[src/common/sto_consts.vh]
// constants for the safe torque off interlock
`ifndef STO_CONSTS_VH
`define STO_CONSTS_VH
// register byte offsets
`define REG_CTRL 4'h0
`define REG_STATUS 4'h4
`define REG_IRQ_STAT 4'h8
`define REG_IRQ_MASK 4'hc
// control register fields
`define CTRL_SERVO_ON_BIT 0
`define CTRL_ALARM_CLR_BIT 1
// irq status fields
`define IRQ_TORQUE_OFF_BIT 0
`define IRQ_SKEW_BIT 1
`define IRQ_WIDTH 2
// reset values
`define CTRL_RESET 32'h00000000
`define IRQ_MASK_RESET 2'h0
// timing
`define CLK_HZ 25000000
`define SKEW_TIME_S 10
// SKEW_TIME_S at CLK_HZ, sized to the 28-bit timer
`define SKEW_CYCLES 28'd250000000
// interlock states
`define ST_TORQUE_OFF 2'h0
`define ST_DRIVE_READY 2'h1
`define ST_SERVO_READY 2'h2
`endif

[src/hw/skew_timer.v]
// discrepancy timer between the two redundant safety inputs
`include "sto_consts.vh"

module skew_timer #(
  parameter CNT_W = 28,
  parameter [27:0] LIMIT = `SKEW_CYCLES
) (
  input wire clk_i,
  input wire nrst_i,
  input wire in_a_i,
  input wire in_b_i,
  output reg expired_o
);

  reg [CNT_W-1:0] cnt_ff;
  wire differ = in_a_i ^ in_b_i;

  // counts only while the inputs disagree; agreement clears it
  always @(posedge clk_i or negedge nrst_i)
  begin
    if (!nrst_i)
    begin
      cnt_ff <= {CNT_W{1'b0}};
      expired_o <= 1'b0;
    end
    else if (!differ)
    begin
      cnt_ff <= {CNT_W{1'b0}};
      expired_o <= 1'b0;
    end
    else if (cnt_ff < LIMIT)
    begin
      cnt_ff <= cnt_ff + {{(CNT_W-1){1'b0}}, 1'b1};
      expired_o <= 1'b0;
    end
    else
    begin
      expired_o <= 1'b1;
    end
  end

endmodule // skew_timer

[src/hw/sto_interlock.v]
// safe torque off interlock with avalon-mm register slave
// How it works
// - both safety inputs off enters torque off
// - torque off cuts power stage in hardware
// - servo-on off keeps motor power off
// - torque off to drive ready when inputs on
// - drive ready to servo ready on servo-on
// - servo-on during torque off latches it
// - dropping servo-on releases latch to drive ready
// - inputs disagree ten seconds raises skew alarm
// - drive ready only when inputs on, servo-on off
// - monitor output only when both inputs off
`include "sto_consts.vh"

module sto_interlock #(
  parameter [27:0] SKEW_LIMIT = `SKEW_CYCLES
) (
  input wire REF_CLK_I,
  input wire NRST_I,
  input wire SAFETY_INPUT_A_I,
  input wire SAFETY_INPUT_B_I,
  input wire SERVO_ON_REQ_I,
  input wire [3:0] AVS_ADDRESS_I,
  input wire AVS_READ_I,
  input wire AVS_WRITE_I,
  input wire [31:0] AVS_WRITEDATA_I,
  input wire [3:0] AVS_BYTEENABLE_I,
  output reg [31:0] AVS_READDATA_O,
  output reg AVS_WAITREQUEST_O,
  output reg POWER_ENABLE_O,
  output reg DRIVE_READY_O,
  output reg SERVO_READY_O,
  output reg EXTERNAL_MONITOR_OUT_O,
  output reg SAFETY_INPUT_SKEW_ALARM_O,
  output reg IRQ_O
);

  reg [1:0] state_ff;
  reg [1:0] nxt_state;
  reg sw_servo_on_ff;
  reg [1:0] irq_stat_ff;
  reg [1:0] irq_mask_ff;
  reg alarm_ff;
  reg acc_done_ff;
  wire expired;
  wire both_off;
  wire both_on;
  wire servo_on;
  wire [1:0] events;
  wire [1:0] clr_bits;
  wire wr_hit;
  wire [31:0] rd_mux;

  assign both_off = ~SAFETY_INPUT_A_I & ~SAFETY_INPUT_B_I;
  assign both_on = SAFETY_INPUT_A_I & SAFETY_INPUT_B_I;
  // servo-on needs both the pin and the software enable
  assign servo_on = SERVO_ON_REQ_I & sw_servo_on_ff;

  skew_timer #(
    .CNT_W(28),
    .LIMIT(SKEW_LIMIT)
  ) u_skew (
    .clk_i(REF_CLK_I),
    .nrst_i(NRST_I),
    .in_a_i(SAFETY_INPUT_A_I),
    .in_b_i(SAFETY_INPUT_B_I),
    .expired_o(expired)
  );

  // interlock state transitions; the alarm takes no part here
  always @*
  begin
    nxt_state = state_ff;
    case (state_ff)
      `ST_TORQUE_OFF:
      begin
        // latched while servo-on stays high, even after inputs return
        if (!both_off && both_on && !servo_on)
          nxt_state = `ST_DRIVE_READY;
      end
      `ST_DRIVE_READY:
      begin
        if (!both_on)
          nxt_state = `ST_TORQUE_OFF;
        else if (servo_on)
          nxt_state = `ST_SERVO_READY;
      end
      `ST_SERVO_READY:
      begin
        if (!both_on)
          nxt_state = `ST_TORQUE_OFF;
        else if (!servo_on)
          nxt_state = `ST_DRIVE_READY;
      end
      default:
        nxt_state = `ST_TORQUE_OFF;
    endcase
    // both inputs off forces torque off at once from any state
    if (both_off)
      nxt_state = `ST_TORQUE_OFF;
  end

  // one pulse per event: torque off entry and skew alarm rising
  assign events[`IRQ_TORQUE_OFF_BIT] = (nxt_state == `ST_TORQUE_OFF) &&
                                       (state_ff != `ST_TORQUE_OFF);
  assign events[`IRQ_SKEW_BIT] = expired & ~alarm_ff;

  assign wr_hit = AVS_WRITE_I & ~acc_done_ff;
  assign clr_bits = (wr_hit && AVS_ADDRESS_I == `REG_IRQ_STAT && AVS_BYTEENABLE_I[0]) ?
                    AVS_WRITEDATA_I[1:0] : 2'h0;

  // state, outputs and alarm; power path depends on inputs, state and the software servo-on bit
  always @(posedge REF_CLK_I or negedge NRST_I)
  begin
    if (!NRST_I)
    begin
      state_ff <= `ST_TORQUE_OFF;
      POWER_ENABLE_O <= 1'b0;
      DRIVE_READY_O <= 1'b0;
      SERVO_READY_O <= 1'b0;
      EXTERNAL_MONITOR_OUT_O <= 1'b0;
      alarm_ff <= 1'b0;
      SAFETY_INPUT_SKEW_ALARM_O <= 1'b0;
    end
    else
    begin
      state_ff <= nxt_state;
      // cut power when any input drops, without waiting for software
      POWER_ENABLE_O <= (nxt_state == `ST_SERVO_READY) & both_on & servo_on;
      DRIVE_READY_O <= (nxt_state == `ST_DRIVE_READY) & both_on & ~servo_on;
      SERVO_READY_O <= (nxt_state == `ST_SERVO_READY);
      EXTERNAL_MONITOR_OUT_O <= both_off;
      // alarm is sticky until software clears it with inputs agreeing
      if (expired)
        alarm_ff <= 1'b1;
      else if (wr_hit && AVS_ADDRESS_I == `REG_CTRL && AVS_BYTEENABLE_I[0] &&
               AVS_WRITEDATA_I[`CTRL_ALARM_CLR_BIT])
        alarm_ff <= 1'b0;
      SAFETY_INPUT_SKEW_ALARM_O <= expired | alarm_ff;
    end
  end

  // sticky interrupt status; a new event wins over a clear
  always @(posedge REF_CLK_I or negedge NRST_I)
  begin
    if (!NRST_I)
    begin
      irq_stat_ff <= 2'h0;
      IRQ_O <= 1'b0;
    end
    else
    begin
      irq_stat_ff <= (irq_stat_ff & ~clr_bits) | events;
      IRQ_O <= |(((irq_stat_ff & ~clr_bits) | events) & irq_mask_ff);
    end
  end

  assign rd_mux = (AVS_ADDRESS_I == `REG_CTRL) ? {30'h0, 1'b0, sw_servo_on_ff} :
                  (AVS_ADDRESS_I == `REG_STATUS) ?
                  {24'h0, SAFETY_INPUT_SKEW_ALARM_O, EXTERNAL_MONITOR_OUT_O,
                   SAFETY_INPUT_B_I, SAFETY_INPUT_A_I, POWER_ENABLE_O,
                   1'b0, state_ff} :
                  (AVS_ADDRESS_I == `REG_IRQ_STAT) ? {30'h0, irq_stat_ff} :
                  (AVS_ADDRESS_I == `REG_IRQ_MASK) ? {30'h0, irq_mask_ff} :
                  32'h0;

  // avalon slave: one wait cycle, then the answer edge
  always @(posedge REF_CLK_I or negedge NRST_I)
  begin
    if (!NRST_I)
    begin
      acc_done_ff <= 1'b0;
      AVS_WAITREQUEST_O <= 1'b1;
      AVS_READDATA_O <= 32'h0;
      sw_servo_on_ff <= 1'b0;
      irq_mask_ff <= `IRQ_MASK_RESET;
    end
    else
    begin
      if ((AVS_READ_I || AVS_WRITE_I) && !acc_done_ff)
      begin
        acc_done_ff <= 1'b1;
        AVS_WAITREQUEST_O <= 1'b0;
        if (AVS_READ_I)
          AVS_READDATA_O <= rd_mux;
        if (AVS_WRITE_I && AVS_BYTEENABLE_I[0])
        begin
          if (AVS_ADDRESS_I == `REG_CTRL)
            sw_servo_on_ff <= AVS_WRITEDATA_I[`CTRL_SERVO_ON_BIT];
          else if (AVS_ADDRESS_I == `REG_IRQ_MASK)
            irq_mask_ff <= AVS_WRITEDATA_I[1:0];
        end
      end
      else
      begin
        acc_done_ff <= 1'b0;
        AVS_WAITREQUEST_O <= 1'b1;
      end
    end
  end

endmodule // sto_interlock

[config.mk]
export PLATFORM = sky130hd
export DESIGN_NAME = sto_interlock
export DESIGN_NICKNAME = d
export VERILOG_FILES = /design/src/hw/skew_timer.v /design/src/hw/sto_interlock.v
export VERILOG_INCLUDE_DIRS = /design/src /design/src/common
export SDC_FILE = /design/constraint.sdc
export NUM_CORES = 1
export LEC_CHECK = 0
export ABC_AREA = 1
export ABC_CLOCK_PERIOD_IN_PS = 2900
export BUFFER_PORTS_ARGS = -buffer_cell sky130_fd_sc_hd__buf_2
export CAP_MARGIN = 5
export CORE_ASPECT_RATIO = 1.75
export CORE_MARGIN = 3
export CORE_UTILIZATION = 50
export CTS_CLUSTER_DIAMETER = 50
export CTS_CLUSTER_SIZE = 16
export DETAILED_ROUTE_END_ITERATION = 12
export PLACE_DENSITY = 0.77
export RECOVER_POWER = 25
export SLEW_MARGIN = 20
export SYNTH_ARGS = -nofsm -noshare
export SYNTH_HDL_FRONTEND = slang
export SYNTH_SLANG_ARGS = --single-unit
[constraint.sdc]
create_clock -name REF_CLK_I -period 2.9 [get_ports REF_CLK_I]
set_input_delay 0.29 -clock REF_CLK_I [delete_from_list [all_inputs] [get_ports REF_CLK_I]]
set_output_delay 0.29 -clock REF_CLK_I [all_outputs]
set_load 0.1 [all_outputs]
======== Word level (Yosys, flattened, before mapping) ========
Index checks and enable logic that the tools add are counted.
storage, ports and cells
  logic and storage cells ................. 90
  register bits after elaboration ......... 77
cells by class
  muxes and demuxes ....................... 20
  $add $sub $neg .......................... 1
  bitwise operators ....................... 21
  equality and inequality tests ........... 8
  order comparisons ....................... 1
  reductions and logical operators ........ 23
operator list
  kind                   number
  $mux 28                2
  $add 28x1->28 const B  1
  $lt 28x28->1 const B   1
  $mux 2                 9
  $mux 8                 2
  $logic_and 1x1->1      10
  $and 1x1->1            9
  $eq 4x4->1 const B     2
  $mux 1                 6
  $not 1->1              6
  $pmux 2 s3             1
  $and 2x2->2            2
  $eq 2x1->1 const B     2
  $eq 2x2->1 const B     2
  $eq 4x3->1 const B     1
  $logic_not 2->1        2
  $logic_not 4->1        1
  $reduce_and 4->1       1
  $reduce_bool 2->1      2
  $logic_not 1->1        3
  $reduce_and 3->1       1
  $ne 2x2->1 const B     1
  $not 2->2              1
  $or 2x2->2             1
  other kinds (5)        5

======== Longest topological paths before layout ========
  depth after elaboration ................. 13
  depth in mapped cells ................... 11
  depth with buffers taken out ............ 10

======== Modules after synthesis ========
Synthesis repeated with hierarchy kept, for this count alone.
second synthesis, totals
  cells, all modules ...................... 443
  area, all modules ....................... 3231.8 sq um
modules (own cells, without submodules)
  module         times used  seq. area each (sq um)  cells an instance  area an instance (sq um)
  skew_timer     1           725.7                   305                2059.5
  sto_interlock  1           576.8                   138                1172.4

======== Least setup slack after synthesis ========
OpenSTA, ideal clock, no wires.
  path kind ............................... reg2reg
  start ................................... register u_skew.cnt_ff[0]
  end ..................................... register u_skew.cnt_ff[16]
  clock period less this slack ............ 1527 ps
  path slack .............................. 1373 ps
  arrival ................................. 1461 ps
  setup time .............................. 66 ps
  cell stages (with the launch flop) ...... 9
  data required time ...................... 2834 ps
  cells stage by stage .................... dfrtp_1 > ha_1 > inv_1 > nor2_2 > nand2_1 > nor2_1 > xor2_1 > nand3_1 > nand2_1
between the ends
  word-level cells in the longest chain between the ends .. 3
  elaborated cells on any way between the ends .. 5
  those cells by class .................... 1 x add/sub; 1 x order compare; 1 x eq/ne; 2 x mux
ends and longest elaborated chain
  item                    line             source
  from (decl)             skew_timer.v:15  reg [CNT_W-1:0] cnt_ff;
  from (signal assigned)  skew_timer.v:23  cnt_ff <= {CNT_W{1'b0}};
  from (signal assigned)  skew_timer.v:28  cnt_ff <= {CNT_W{1'b0}};
  from (signal assigned)  skew_timer.v:33  cnt_ff <= cnt_ff + {{(CNT_W-1){1'b0}}, 1'b1};
  $add 28x1->28           skew_timer.v:33
  $mux 28                 skew_timer.v:31  else if (cnt_ff < LIMIT)
  $mux 28                 skew_timer.v:26  else if (!differ)
Parallel ways exist; a longest one is shown, timed or not. The select of a mux whose other input is x is not followed.
A chain may end at the register's enable or synchronous reset.

======== Worst setup path after layout ========
  start ................................... register u_skew.cnt_ff[18]
  end ..................................... register u_skew.cnt_ff[13]
between the ends
  word-level cells in the longest chain between the ends .. 2
ends and longest elaborated chain
  item                         line
  $lt 28x28->1                 skew_timer.v:31
  $ne 2x2->1 (no source line)  --
Every way passes these cells.

==> impl_metrics.tcl <==
set metrics [dict create \
    status "complete, no violations" \
    start_util_pct 52.67 \
    slew_violations 0 \
    worstSetupEndpoint "u_skew.cnt_ff[13]" \
    wl_met2_microns 3776 \
    synth_xor_xnor_area_share_pct 3.620 \
    fin_cells 548 \
    grt_pass1_vias 2777 \
    yosys_register_bits 52 \
    cp_slowest_cell "dfrtp_1" \
    max_slew_margin_pct 15.46 \
    root_buffer "clkbuf_8" \
    met3_length_microns 309 \
    r2r-start "u_skew.cnt_ff[18]" \
    setup_viol 0 \
    hold_ws_ns 0.1776 \
    endpoint_kind "flip-flop" \
    holdCritStartpoint "AVS_READ_I" \
    synthAdderAreaFrac_pct 1.193 \
    worstReg2RegEnd "u_skew.cnt_ff[13]" \
    crit_buf_inv 1 \
    die_x_microns 65.96 \
    cts_buffers 5 \
    drt-met1-wl_microns 2503 \
    top_layer_used "met4" \
    synth_cell_type_count 30 \
    vias_per_cell 4.993 \
    clk_pin_slew_worst_paths_ns 0.09 \
    first_pass_iters 4 \
    fin_worst_skew_ns 0.009712 \
    avgSynthCellArea_sq_um 7.133 \
    synth_top_family_by_area "simple AND/OR/NAND/NOR gates" \
    min_path_type "in -> reg" \
    route.detailed.drc 0 \
    power_density_nw_per_um2 479.5 \
    num_vias 2736 \
    grt_overflow 0 \
    io_buffers 27 \
    synthSimpleGateAreaFrac_pct 36.60 \
    ys_warn_count 0 \
    drive_above_1_share_pct 10.00 \
    netlist_area_sq_um 3146 \
    cp_cell_sequence "nand2_1 > clkinv_1 > nand2_1 > nand2_1 > nand2_1 > nand2_1 > nor2_4 > nor2_8 > nand2_1 > nand2_1" \
    cts-hold-fix-buffers 0 \
    place_inst 540 \
    synth_cells 441 \
    antenna_cells 0 \
    ctsResizeCount 0 \
    clk_latency_ns 0.31 \
    grt_max_degree 53 \
    r2r_slack_ns 1.04 \
    post_cts_buffers 0 \
    grt_antenna_before_repair 0 \
    cts_sinks 52 \
    totalWireLength_microns 6950 \
    hold_viol 0 \
    timing.critical_path.fanout_max 26 \
    rsz0062_at_grt "no" \
    path_common_cell "nand2_1" \
    worst_pin_slew_ns 1.268 \
    ys_async_sr_fraction_pct 100.0 \
    final_area_sq_um 3331 \
    grt_use_total_pct 21.00 \
    h-tree-depth 2 \
    synth_mux_area_share_pct 0 \
    min_period_ns 1.855 \
    post_drt_wl_per_cell_microns 12.68 \
    nets 519 \
    crit_required_ns 3.10 \
    cp_top_family "simple AND/OR/NAND/NOR gates" \
    synth-seq-area-share_pct 41.41 \
    ant_nets 0 \
    path_depth 10 \
    gp_congestion 0.9059 \
    synth_compound_area_share_pct 4.614 \
    synth_flop_cell "dfrtp_1" \
    cp_slowest_stage_delay_ns 0.47 \
    clockBufferDepth 2 \
    coreArea_sq_um 5972 \
    num_rows 37 \
    grt_pass1_wl_microns 12120 \
    ir_drop_uv 283.8 \
    drt_iter0_markers 162 \
    die_area_sq_um 7316 \
    fmax_mhz 539.0 \
    area_growth_pct 5.887 \
    setup_tns_ns 0 \
    io_pins 86 \
    r2r_cells 10 \
    finalCritPeriodShare_pct 63.98 \
    synth_edf_count 0 \
    cp-start-kind "flip-flop" \
    tritoncts "done" \
    critPathKind "reg -> reg" \
    hpwl_microns 5321 \
    post_dp_cell_area_sq_um 3246 \
    p_leak_uw 0.001731 \
    critical_path.startpoint "u_skew.cnt_ff[18]" \
    crit_arrival_ns 2.05 \
    die_y_microns 110.9 \
    maxCapViolCount 0 \
]
## cell type report
cell class	instances	area (sq um)
Tap cell	78	97.59
Clock inverter	2	16.27
Inverter	37	138.9
Fill cell	601	2641
Multi-Input combinational cell	342	1541
Sequential cell	52	1303
Timing Repair Buffer	31	161.4
Clock buffer	6	72.57
## cells by family (layout without fill, tap and decap cells)
kind of cell,count (synthesis),after routing
xor gates and xnor gates,13,13
adders and majority gates,3,3
DFF,52,52
other,1,25
buffers and inverters,71,76
and+or+nand+nor,274,274
AOI/OAI and AO/OA,27,27
## flip-flops by register name (all words and copies together) (netlist names)
signal / count
irq_stat_ff: 2
AVS_READDATA_O: 7
irq_mask_ff: 2
IRQ_O: 1
acc_done_ff: 1
DRIVE_READY_O: 1
sw_servo_on_ff: 1
u_skew.expired_o: 1
SAFETY_INPUT_SKEW_ALARM_O: 1
EXTERNAL_MONITOR_OUT_O: 1
u_skew.cnt_ff: 28
SERVO_READY_O: 1
state_ff: 2
alarm_ff: 1
AVS_WAITREQUEST_O: 1
POWER_ENABLE_O: 1
## worst reg2reg max path: stages (launching register included)
cell and delay, ns:
dfrtp_1 0.47, nand2_1 0.14, clkinv_1 0.08, nand2_1 0.08
nand2_1 0.05, nand2_1 0.06, nand2_1 0.09, nor2_4 0.46
nor2_8 0.17, nand2_1 0.10, nand2_1 0.05
## layout by cell type, fill, tap and decap left out, types with 3 or more instances in the layout
cell type,n
clkbuf_8,5
nand4_1,14
nand3_1,25
nand2_1,161
inv_1,34
o21ai_0,16
nor3_1,4
buf_2,26
nor2_1,60
xor2_1,11
buf_4,3
conb_1,25
ha_1,3
dfrtp_1,51
a21oi_1,6
## power by group
| group | switching [uW] | internal, uW | total [uW] |
|---|---|---|---|
| clock network | 241 | 172 | 413 |
| logic | 343 | 49.5 | 392 |
| registers | 27.7 | 763 | 791 |
## cell usage after synthesis, types with 2 or more instances
cell type	count	area (sq um)
nor3_1	4	20.02
clkbuf_1	4	15.01
inv_1	34	127.6
o21ai_0	16	80.08
inv_2	2	7.510
a31oi_1	2	12.51
nor2_2	2	12.51
xnor2_1	2	17.52
nand2_1	161	604.3
nand3b_1	2	15.01
a21oi_1	6	30.03
buf_6	4	45.04
or2_2	2	12.51
nor2_4	2	22.52
nand3_1	25	125.1
ha_1	3	37.54
dfrtp_1	51	1276
nand4_1	14	87.58
buf_4	25	187.7
xor2_1	11	96.34
nor2_1	60	225.2
## metal layers
layer / vias to the layer above / track usage, %
met4: 0 / 12.08
met2: 79 / 38.00
met3: 26 / 2.941
met1: 1242 / 22.11
met5: - / 0
li1: 1389 / -
## metrics by stage
| step | setup WS [ns] | total power (uW) | utilization (%) |
|---|---|---|---|
| 4_1_cts | 1.026 | 1613 | 55.83 |
| 6_report | 1.045 | 1597 | 55.77 |
| 2_1_floorplan | 1.373 | 1156 | - |
| 5_1_grt | 0.8090 | 1668 | 55.77 |
| 3_5_place_dp | 1.032 | 1201 | 54.35 |
| 3_3_place_gp | 1.053 | 1196 | 54.35 |
## how the worst min path moves through the flow
stage | end | depth (start not counted)
finish | AVS_WAITREQUEST_O | 2
global route | state_ff[0] | 2
CTS | u_skew.cnt_ff[12] | 2
detailed placement | IRQ_O | 2
global placement | acc_done_ff | 2
floorplan | AVS_READDATA_O[0] | 0
Note: power is estimated with default switching activity, not from simulation.
